==> src/logic/sampler_consts.svh <==
`ifndef SAMPLER_CONSTS_SVH
`define SAMPLER_CONSTS_SVH

`define CLK_FREQ_KHZ   100_000
`define TICK_PERIOD_MS 1000
`define TICK_CYCLES    (`TICK_PERIOD_MS * `CLK_FREQ_KHZ)

`define SR_MAX 24
`define CFG_W  17

`define OFS_CTRL      8'h00
`define OFS_CFG       8'h04
`define OFS_START_T   8'h08
`define OFS_START_DLY 8'h0C
`define OFS_PACE      8'h10
`define OFS_BOT_TIME  8'h14
`define OFS_SET_TIME  8'h18
`define OFS_BOT_CNT   8'h1C
`define OFS_SET_CNT   8'h20
`define OFS_FIRST_SW  8'h24
`define OFS_RTC       8'h28
`define OFS_STATUS    8'h2C
`define OFS_SR_SEL    8'h30
`define OFS_SR_TIME   8'h34
`define OFS_NEXT_EVT  8'h38

`define CTRL_START  0
`define CTRL_ABORT  1
`define CTRL_MANUAL 2

`endif

==> src/logic/sampler_pkg.sv <==
package sampler_pkg;

	typedef enum logic [2:0] {
		ST_IDLE,
		ST_DELAY,
		ST_WAIT_EN,
		ST_RUN,
		ST_PAUSE,
		ST_SUSP
	} seq_state_t;

	// Bit 0 upward in declaration order from the bottom
	typedef struct packed {
		logic [4:0] sr_count;
		logic       storm;
		logic       nonuni_clock;
		logic       smp_enable;
		logic       flow_start;
		logic       smp_resume;
		logic       smp_stop;
		logic       sr_en;
		logic       fs_valid;
		logic       st_valid;
		logic       set_time;
		logic       count_per_vessel_basis;
		logic       flow;
	} cfg_t;

	typedef struct packed {
		cfg_t        cfg;
		logic [31:0] start_time;
		logic [31:0] start_delay;
		logic [31:0] pace;
		logic [31:0] bot_time_iv;
		logic [31:0] set_time_iv;
		logic [31:0] bot_cnt;
		logic [31:0] set_cnt;
		logic [31:0] first_sw;
	} prog_t;

endpackage : sampler_pkg

==> src/logic/sampling_routine_sequencer.sv <==
// Added by the designer: the Avalon-MM slave port and the register offsets.
`include "sampler_consts.svh"

module sampling_routine_sequencer
	import sampler_pkg::*;
#(
	parameter int unsigned TICK_CYCLES = `TICK_CYCLES
) (
	input  wire logic        clock,
	input  wire logic        rst_n,
	input  wire logic [7:0]  address,
	input  wire logic        read,
	input  wire logic        write,
	input  wire logic [31:0] writedata,
	output logic      [31:0] readdata,
	output logic             waitrequest,
	input  wire logic        flow_pulse,
	input  wire logic        flow_enable,
	output logic             sample_event,
	output logic             advance_bottle,
	output logic             advance_set
);

	if (TICK_CYCLES < 2) begin : g_tick_check
		$error("TICK_CYCLES must be at least 2");
	end

	typedef struct packed {
		seq_state_t                  st;
		prog_t                       prog;
		prog_t                       run;
		logic [`SR_MAX-1:0][31:0]    sr_tab;
		logic [4:0]                  sr_sel;
		logic [4:0]                  sr_idx;
		logic [31:0]                 rtc;
		logic [31:0]                 tick_cnt;
		logic [31:0]                 dly;
		logic [31:0]                 pace_cnt;
		logic [31:0]                 bot_tmr;
		logic [31:0]                 set_tmr;
		logic [31:0]                 bot_smp;
		logic [31:0]                 set_smp;
		logic [31:0]                 next_evt;
		logic                        armed;
		logic                        missed;
		logic                        first_done;
		logic                        fl1;
		logic                        fl2;
		logic                        fl3;
		logic                        en1;
		logic                        en2;
		logic                        sample;
		logic                        adv_bot;
		logic                        adv_set;
		logic                        wait_q;
		logic [31:0]                 rdata;
	} state_t;

	state_t s_q;
	state_t s_d;

	function automatic logic reached(input logic [31:0] c, input logic [31:0] lim);
		return (c + 32'h0000_0001) >= lim;
	endfunction : reached

	function automatic logic [31:0] rd_mux(input state_t s, input logic [7:0] a);
		case (a)
			`OFS_CFG:       return {{(32-`CFG_W){1'b0}}, s.prog.cfg};
			`OFS_START_T:   return s.prog.start_time;
			`OFS_START_DLY: return s.prog.start_delay;
			`OFS_PACE:      return s.prog.pace;
			`OFS_BOT_TIME:  return s.prog.bot_time_iv;
			`OFS_SET_TIME:  return s.prog.set_time_iv;
			`OFS_BOT_CNT:   return s.prog.bot_cnt;
			`OFS_SET_CNT:   return s.prog.set_cnt;
			`OFS_FIRST_SW:  return s.prog.first_sw;
			`OFS_RTC:       return s.rtc;
			`OFS_STATUS:    return {20'h0_0000, s.sr_idx, s.armed, s.first_done,
			                        s.en2, 1'b0, s.st};
			`OFS_SR_SEL:    return {27'h000_0000, s.sr_sel};
			`OFS_SR_TIME:   return (s.sr_sel < 5'(`SR_MAX)) ? s.sr_tab[s.sr_sel] : 32'h0000_0000;
			`OFS_NEXT_EVT:  return s.next_evt;
			default:        return 32'h0000_0000;
		endcase
	endfunction : rd_mux

	logic tick, wr, start_cmd, abort_cmd, man_cmd, en, flow_edge;
	logic smp, go_run, sr_hit, bt, stt, active;
	logic [4:0] sr_eff;

	always_comb begin
		s_d          = s_q;
		s_d.sample   = 1'b0;
		s_d.adv_bot  = 1'b0;
		s_d.adv_set  = 1'b0;
		s_d.fl1      = flow_pulse;
		s_d.fl2      = s_q.fl1;
		s_d.fl3      = s_q.fl2;
		s_d.en1      = flow_enable;
		s_d.en2      = s_q.en1;
		en           = s_q.en2;
		flow_edge    = s_q.fl2 & ~s_q.fl3;
		smp          = 1'b0;
		go_run       = 1'b0;

		tick         = (s_q.tick_cnt == TICK_CYCLES - 1);
		s_d.tick_cnt = tick ? 32'h0000_0000 : s_q.tick_cnt + 32'h0000_0001;
		if (tick) s_d.rtc = s_q.rtc + 32'h0000_0001;

		// One wait cycle, then answer; read data stand while waitrequest is low
		s_d.wait_q = 1'b1;
		if ((read || write) && s_q.wait_q) begin
			s_d.wait_q = 1'b0;
			s_d.rdata  = rd_mux(s_q, address);
		end
		wr        = write && !s_q.wait_q;
		start_cmd = wr && address == `OFS_CTRL && writedata[`CTRL_START];
		abort_cmd = wr && address == `OFS_CTRL && writedata[`CTRL_ABORT];
		man_cmd   = wr && address == `OFS_CTRL && writedata[`CTRL_MANUAL];

		if (wr) begin
			case (address)
				`OFS_CFG:       s_d.prog.cfg         = cfg_t'(writedata[`CFG_W-1:0]);
				`OFS_START_T:   s_d.prog.start_time  = writedata;
				`OFS_START_DLY: s_d.prog.start_delay = writedata;
				`OFS_PACE:      s_d.prog.pace        = writedata;
				`OFS_BOT_TIME:  s_d.prog.bot_time_iv = writedata;
				`OFS_SET_TIME:  s_d.prog.set_time_iv = writedata;
				`OFS_BOT_CNT:   s_d.prog.bot_cnt     = writedata;
				`OFS_SET_CNT:   s_d.prog.set_cnt     = writedata;
				`OFS_FIRST_SW:  s_d.prog.first_sw    = writedata;
				`OFS_RTC:       s_d.rtc              = writedata;
				`OFS_SR_SEL:    s_d.sr_sel           = writedata[4:0];
				`OFS_NEXT_EVT:  s_d.next_evt         = writedata;
				// Table is frozen while a routine runs
				`OFS_SR_TIME: begin
					if (s_q.st == ST_IDLE && s_q.sr_sel < 5'(`SR_MAX))
						s_d.sr_tab[s_q.sr_sel] = writedata;
				end
				default: ;
			endcase
		end

		// Count above the list size is clamped; zero leaves no stops
		sr_eff = (s_q.run.cfg.sr_count > 5'(`SR_MAX)) ? 5'(`SR_MAX)
		                                               : s_q.run.cfg.sr_count;
		sr_hit = s_q.run.cfg.sr_en && s_q.sr_idx < sr_eff
		         && s_q.rtc == s_q.sr_tab[s_q.sr_idx];
		bt     = s_q.run.cfg.count_per_vessel_basis && !s_q.run.cfg.storm;
		stt    = s_q.run.cfg.set_time && !s_q.run.cfg.storm;

		unique case (s_q.st)
			ST_IDLE: begin
				if (start_cmd) begin
					s_d.run = s_q.prog;
					s_d.dly = 32'h0000_0000;
					s_d.st  = ST_DELAY;
				end
			end
			ST_DELAY: begin
				// Enable level only looked at once the delay has run out
				if (tick) s_d.dly = s_q.dly + 32'h0000_0001;
				if (s_q.run.cfg.st_valid ? (s_q.rtc >= s_q.run.start_time)
				                         : (s_q.dly >= s_q.run.start_delay)) begin
					if (en) begin
						go_run = 1'b1;
						smp    = s_q.run.cfg.flow ? s_q.run.cfg.flow_start : 1'b1;
					end else begin
						s_d.st = ST_WAIT_EN;
					end
				end
			end
			ST_WAIT_EN, ST_SUSP: begin
				if (s_q.run.cfg.nonuni_clock && s_q.armed && s_q.rtc >= s_q.next_evt) begin
					s_d.missed = 1'b1;
					s_d.armed  = 1'b0;
				end
				if (en) begin
					go_run = (s_q.st == ST_WAIT_EN);
					s_d.st = ST_RUN;
					s_d.pace_cnt = 32'h0000_0000;
					if (s_q.run.cfg.flow)
						smp = s_q.run.cfg.smp_enable;
					else if (s_q.run.cfg.nonuni_clock && s_q.st == ST_SUSP)
						smp = s_q.missed || s_d.missed;
					else
						smp = 1'b1;
					// Cleared only after an event missed in this very cycle is counted
					s_d.missed   = 1'b0;
				end
			end
			ST_RUN: begin
				if (!en) begin
					s_d.st = ST_SUSP;
				end else if (sr_hit) begin
					s_d.sr_idx = s_q.sr_idx + 5'h01;
					if (!s_q.sr_idx[0]) begin
						s_d.st = ST_PAUSE;
						smp    = s_q.run.cfg.smp_stop;
					end
				end else if (s_q.run.cfg.nonuni_clock && !s_q.run.cfg.flow) begin
					if (s_q.armed && s_q.rtc >= s_q.next_evt) begin
						smp       = 1'b1;
						s_d.armed = 1'b0;
					end
				end else if (s_q.run.cfg.flow ? flow_edge : tick) begin
					if (reached(s_q.pace_cnt, s_q.run.pace)) begin
						smp          = 1'b1;
						s_d.pace_cnt = 32'h0000_0000;
					end else begin
						s_d.pace_cnt = s_q.pace_cnt + 32'h0000_0001;
					end
				end
			end
			ST_PAUSE: begin
				if (sr_hit) begin
					s_d.sr_idx   = s_q.sr_idx + 5'h01;
					s_d.st       = ST_RUN;
					s_d.pace_cnt = 32'h0000_0000;
					smp          = s_q.run.cfg.smp_resume;
				end
			end
		endcase

		// Manual request only honoured while idle, running or paused
		if (man_cmd && !s_q.run.cfg.storm
		    && (s_q.st == ST_IDLE || s_q.st == ST_RUN || s_q.st == ST_PAUSE)
		    && !(s_q.st == ST_RUN && !en))
			smp = 1'b1;

		if (go_run) begin
			s_d.st         = ST_RUN;
			s_d.pace_cnt   = 32'h0000_0000;
			s_d.bot_tmr    = 32'h0000_0000;
			s_d.set_tmr    = 32'h0000_0000;
			s_d.bot_smp    = 32'h0000_0000;
			s_d.set_smp    = 32'h0000_0000;
			s_d.sr_idx     = 5'h00;
			s_d.first_done = 1'b0;
		end

		active = s_q.st == ST_RUN || s_q.st == ST_PAUSE || s_q.st == ST_SUSP;
		if (active) begin
			if (s_q.run.cfg.fs_valid && !s_q.first_done && (bt || stt)) begin
				if (s_q.rtc == s_q.run.first_sw) begin
					s_d.first_done = 1'b1;
					s_d.adv_bot    = bt;
					s_d.adv_set    = stt;
				end
			end else if (tick) begin
				if (bt) begin
					s_d.bot_tmr = reached(s_q.bot_tmr, s_q.run.bot_time_iv)
					              ? 32'h0000_0000 : s_q.bot_tmr + 32'h0000_0001;
					s_d.adv_bot = reached(s_q.bot_tmr, s_q.run.bot_time_iv);
				end
				if (stt) begin
					s_d.set_tmr = reached(s_q.set_tmr, s_q.run.set_time_iv)
					              ? 32'h0000_0000 : s_q.set_tmr + 32'h0000_0001;
					s_d.adv_set = reached(s_q.set_tmr, s_q.run.set_time_iv);
				end
			end
		end
		if ((active || go_run) && smp) begin
			// Next value, so a start sample counts from the zeroed counter
			if (!bt) begin
				s_d.adv_bot = reached(s_d.bot_smp, s_q.run.bot_cnt);
				s_d.bot_smp = s_d.adv_bot ? 32'h0000_0000 : s_d.bot_smp + 32'h0000_0001;
			end
			if (!stt) begin
				s_d.adv_set = reached(s_d.set_smp, s_q.run.set_cnt);
				s_d.set_smp = s_d.adv_set ? 32'h0000_0000 : s_d.set_smp + 32'h0000_0001;
			end
		end

		// Software arming wins over consumption in the same cycle
		if (wr && address == `OFS_NEXT_EVT) s_d.armed = 1'b1;
		s_d.sample = smp;
		if (abort_cmd) s_d.st = ST_IDLE;
	end

	always_ff @(posedge clock or negedge rst_n) begin
		if (!rst_n) begin
			s_q        <= '0;
			s_q.st     <= ST_IDLE;
			s_q.wait_q <= 1'b1;
		end else begin
			s_q <= s_d;
		end
	end

	assign readdata       = s_q.rdata;
	assign waitrequest    = s_q.wait_q;
	assign sample_event   = s_q.sample;
	assign advance_bottle = s_q.adv_bot;
	assign advance_set    = s_q.adv_set;
endmodule : sampling_routine_sequencer

==> config.mk <==
export PLATFORM = sky130hd
export DESIGN_NAME = sampling_routine_sequencer
export DESIGN_NICKNAME = d
export VERILOG_FILES = /design/src/logic/sampler_pkg.sv /design/src/logic/sampling_routine_sequencer.sv
export VERILOG_INCLUDE_DIRS = /design/src /design/src/logic
export SDC_FILE = /design/constraint.sdc
export NUM_CORES = 2
export LEC_CHECK = 0
export BUFFER_PORTS_ARGS = -buffer_cell sky130_fd_sc_hd__buf_2
export CELL_PAD_IN_SITES_DETAIL_PLACEMENT = 1
export CELL_PAD_IN_SITES_GLOBAL_PLACEMENT = 1
export CORE_MARGIN = 4
export CORE_UTILIZATION = 47
export DETAILED_ROUTE_END_ITERATION = 7
export PLACE_DENSITY = 0.84
export SLEW_MARGIN = 20
export SYNTH_ARGS = -nofsm -noshare
export SYNTH_HDL_FRONTEND = slang
export SYNTH_SLANG_ARGS = --single-unit
export TNS_END_PERCENT = 10
==> constraint.sdc <==
create_clock -name clock -period 7.19 [get_ports clock]
set_input_delay 1.438 -clock clock [delete_from_list [all_inputs] [get_ports clock]]
set_output_delay 1.438 -clock clock [all_outputs]
set_load 0.05 [all_outputs]
-- Word-level counts from Yosys, hierarchy flattened
Index checks and enable logic that the tools add are counted.
- bits in registers: 1659
- input bits: 46
- word-level logic and storage cells: 320
- add/sub/neg operators: 9
- order comparisons: 14
- equal/unequal tests: 42
- multiplexer cells: 98
- bitwise logic cells: 2
- reductions and logical operators: 64
- operators with widths (operator ; count):
    $mux W32 ; 25
    $bwmux W768 ; 1
    $pmux W32 S14 ; 1
    $bmux W32 S5 ; 2
    $add A32 B1 Y32 const B ; 8
    $ge A32 B32 Y1 ; 8
    $mux W64 ; 4
    $demux W32 S5 ; 1
    $mux W160 ; 1
    $pmux W32 S3 ; 1
    $eq A32 B32 Y1 ; 2
    $pmux W32 S2 ; 1
    $eq A8 B6 Y1 const B ; 7
    $mux W1 ; 34
    $mux W33 ; 1
    $eq A32 B27 Y1 const B ; 1
    $eq A8 B5 Y1 const B ; 4
    $mux W3 ; 10
    $reduce_and A2 Y1 ; 13
    $logic_and A1 B1 Y1 ; 25
    $ne A3 B3 Y1 const B ; 7
    $mux W5 ; 4
    $ne A4 B4 Y1 const B ; 5
    $eq A8 B4 Y1 const B ; 2
    other kinds (31) ; 61

-- Logic depth before layout (Yosys ltp)
- depth in word-level cells: 14
- mapped depth: 37

-- Worst setup path before layout
Ideal clock, no wire load.
- path type: register to register
- start point: register s_q[300] (netlist bit)
- end point: register s_q[105] (netlist bit)
- arrival time: 6.758 ns
- data required time: 7.112 ns
- slack: 0.354 ns
- cell stages (with the launch flop): 35
- period minus slack after synthesis: 6.836 ns
- cells stage by stage: dfrtp_1 clkbuf_1 inv_1 ha_1 nand2b_1 a21o_1 a21oi_1 o31ai_1 a31oi_1 a22oi_1 a21boi_0 clkbuf_1 buf_1 and2_1 ha_1 nand3_1 nor2_1 and3_1 clkbuf_1 nand3_1 nor2_1 nand2_1 and3_1 or2_2 ha_1 a21oi_1 nor2b_1 o21ai_0 nand2_1 a2111oi_0 o21ai_0 o22a_1 nor2_1 or4b_1 a21oi_1
- RTL lines (what ; line ; text):
    from (decl) ; sampling_routine_sequencer.sv:59 ; state_t s_q;

==> results.toml <==
[sta]
finalHoldViolCount = 0
final.setup.tns_ps = 0
slew_headroom_pct = 16.6
finalCriticalPeriod_ps = 6950
timing.final.crit_share_pct = 96.6
tightestPinTransition_ps = 1250
fmax_mhz = 144
maxSlewViolCount = 0
skew_ps = 62.1
setup_violations = 0

[yosys]
synth_most_common_cell = "dfrtp_1"
synth.area.top_cells = "dfrtp_1 47%, mux2_2 14%, mux4_2 6.7%, ha_1 3.8%, mux2i_1 3.0%"
ys.warnings.count = 0
synthTopCellsByCount = "1658 x dfrtp_1, 1087 x mux2_2, 690 x nand2_1"
synth_fp_nets = 7935
synth_top_flop_cell = "dfrtp_1"
ys_seq_area_share_pct = 47.1
synth_enable_flop_cells = 0
syn_area_um2 = 88100
ys_async_sr_fraction_pct = 100
synth_seq_cells = 1659
synth_top_area_cell = "dfrtp_1"
synth.distinct_cells = 81
netlist_instances = 7620
syn_avg_cell_area_um2 = 11.6
synth_top_area_share_pct = 47.1

[global_routing]
overflow = 0
antenna_found_initial = 28
grt_max_degree = 182
grt_pass1_wl_um = 513000
grtUsageTotal_pct = 35.5
first_global_vias = 75309

[pwr]
p_leak_nw = 46.0
pwr_density_cell_nw_per_um2 = 214
irDropWorstVdd_v = 0.000283
finalPower_mw = 20.9

[placed_design]
gp_congestion = 0.945
io_buffers = 81
placed_cells = 9797
dp_hpwl_um = 220000

[clock_tree]
htreeDepth = 4
hold_buffers = 0
clkLatencyLatePin_ps = 880
cts_max_path_buffers = 3
cts_tree = "yes"
cts_buffers = 177
cts_root_buf = "clkbuf_16"
cts_sinks = 1659
clk_pin_slew_ps = 60

[critical_path]
worstSetupEndpointType = "register"
cp.arrival_ps = 7680
critPathMostFrequentCell = "a21o_1"
r2r_start = "s_q[1363]$_DFFE_PN0P_"
rrSetupSlack_ps = 240
crit_path_top_delay_cell = "dfrtp_1"
crit_fanout = 7
max_stage_delay_ps = 380
cp-startpoint = "s_q[1363]$_DFFE_PN0P_"
critical_path_class = "reg2reg"
path_buf_inv = 3
startpoint_type = "register"
cp_top_family = "compound AO/OA/AOI/OAI gates"
required_ps = 7920

[routing]
vias_per_cell = 6.92
wl_met2_um = 155000
wl_per_cell_um = 34.3
postRouteWirelength_um = 348000
drtAntennaViolNets = 0
drtPass1Iterations = 6
wl_met1_um = 123000
top_layer_used = "met5"
via_count = 70264
drc_errors = 0
drtIter0Drc = 9070
wl_met3_um = 37300

[status]
status = "finished clean"

[worst_hold_path]
hold_path.class = "reg2reg"
min-delay-start = "s_d[39]$_DFF_PN0_"

[floorplanning]
die_y_um = 441
die_w_um = 441
rows = 158
die_area_um2 = 195000
core_area_um2 = 186000
initial_utilization_pct = 47.4
ios = 82

[job]
maxCapViolCount = 0

[cells_and_area]
drive_gt1_share_pct = 27.2
areaGrowthSynthToFinish_pct = 11.2
finalNonFillerCells = 10149
final_nets = 7818
post-route-util_pct = 52.7
repair_timing:
action	CTS	global route
endpoints found under the setup margin	0	65
setup buffers	0	3
endpoints found under the hold margin	0	0
resized for setup	0	11
kinds of logic after synthesis:
kind of cell	Yosys count	share of synthesized area (%)
multiplexers	1610	23.6
XOR/XNOR	257	2.55
buffers and inverters	892	4.10
adder cells (fa/ha/maj)	269	3.82
AO/OA/AOI/OAI	1329	10.3
AND/OR/NAND/NOR	1604	8.60
flip-flops	1659	47.1
through the flow:
| step | hold slack [ps] | cell area, um^2 | setup slack [ps] |
|---|---|---|---|
| 4_1_cts | 351 | 97800 | 111 |
| 5_1_grt | 373 | 98000 | -66.9 |
| 3_5_place_dp | 337 | 91500 | 267 |
| 6_report | 351 | 98000 | 244 |
| 3_3_place_gp | 336 | 91500 | 483 |
| 2_1_floorplan | 331 | 88100 | 354 |
final cells by class:
| cell class | instances | area, um^2 |
|---|---|---|
| Tap cell | 2480 | 3100 |
| Multi-Input combinational cell | 5069 | 43400 |
| Inverter | 285 | 1070 |
| Clock buffer | 256 | 5290 |
| Clock inverter | 74 | 1020 |
| Sequential cell | 1659 | 41500 |
| Antenna cell | 15 | 37.5 |
| Timing Repair Buffer | 311 | 2550 |
| Fill cell | 18920 | 88000 |
path summary, 6_finish.rpt:
path,to,cells after the start
hold / removal,s_d[38]$_DFF_PN0_,0
setup reg to reg,s_q[133]$_DFF_PN0_,32
hold reg to reg,s_d[38]$_DFF_PN0_,0
max in group asynchronous,s_q[1051]$_DFFE_PN0P_,2
setup / recovery,s_q[133]$_DFF_PN0_,32
min in group asynchronous,s_q[154]$_DFF_PN0_,1
routing by layer:
metal / up-vias / global-route usage (%)
li1: 27571 / -
met1: 36148 / 41.9
met2: 4708 / 54.0
met3: 1819 / 10.9
met4: 18 / 27.4
met5: - / 0
report_power, final:
part | switching, mW | total, mW | internal, mW
clock network | 4.21 | 10.1 | 5.89
registers | 0.124 | 9.55 | 9.42
logic | 0.969 | 1.28 | 0.314
total | 5.30 | 20.9 | 15.6
cells in the final DEF, fill, tap and decap left out, types with 31 or more instances in the layout:
| cell type | count |
|---|---|
| a21o_1 | 107 |
| a21oi_1 | 195 |
| a221oi_1 | 84 |
| a22o_1 | 141 |
| a22oi_1 | 212 |
| a31oi_1 | 37 |
| and3_1 | 74 |
| and4_1 | 36 |
| buf_12 | 32 |
| buf_2 | 82 |
| buf_4 | 195 |
| clkbuf_16 | 182 |
| clkbuf_8 | 46 |
| clkinv_2 | 31 |
| dfrtp_1 | 1653 |
| ha_1 | 269 |
| inv_1 | 283 |
| mux2_2 | 1087 |
| mux2i_1 | 260 |
| mux4_2 | 263 |
| nand2_1 | 683 |
| nand2b_1 | 37 |
| nand3_1 | 174 |
| nand4_1 | 84 |
| nor2_1 | 245 |
| nor3_1 | 35 |
| o21ai_0 | 331 |
| o22ai_1 | 39 |
| xnor2_1 | 104 |
| xor2_1 | 152 |
flip-flops by register name, indices dropped and copies added, names as in the netlist:
name	cells
s_d	3
waitrequest	1
advance_bottle	1
readdata	32
sample_event	1
en	1
advance_set	1
s_q	1619
No activity file was read; power rests on OpenSTA's default activity.
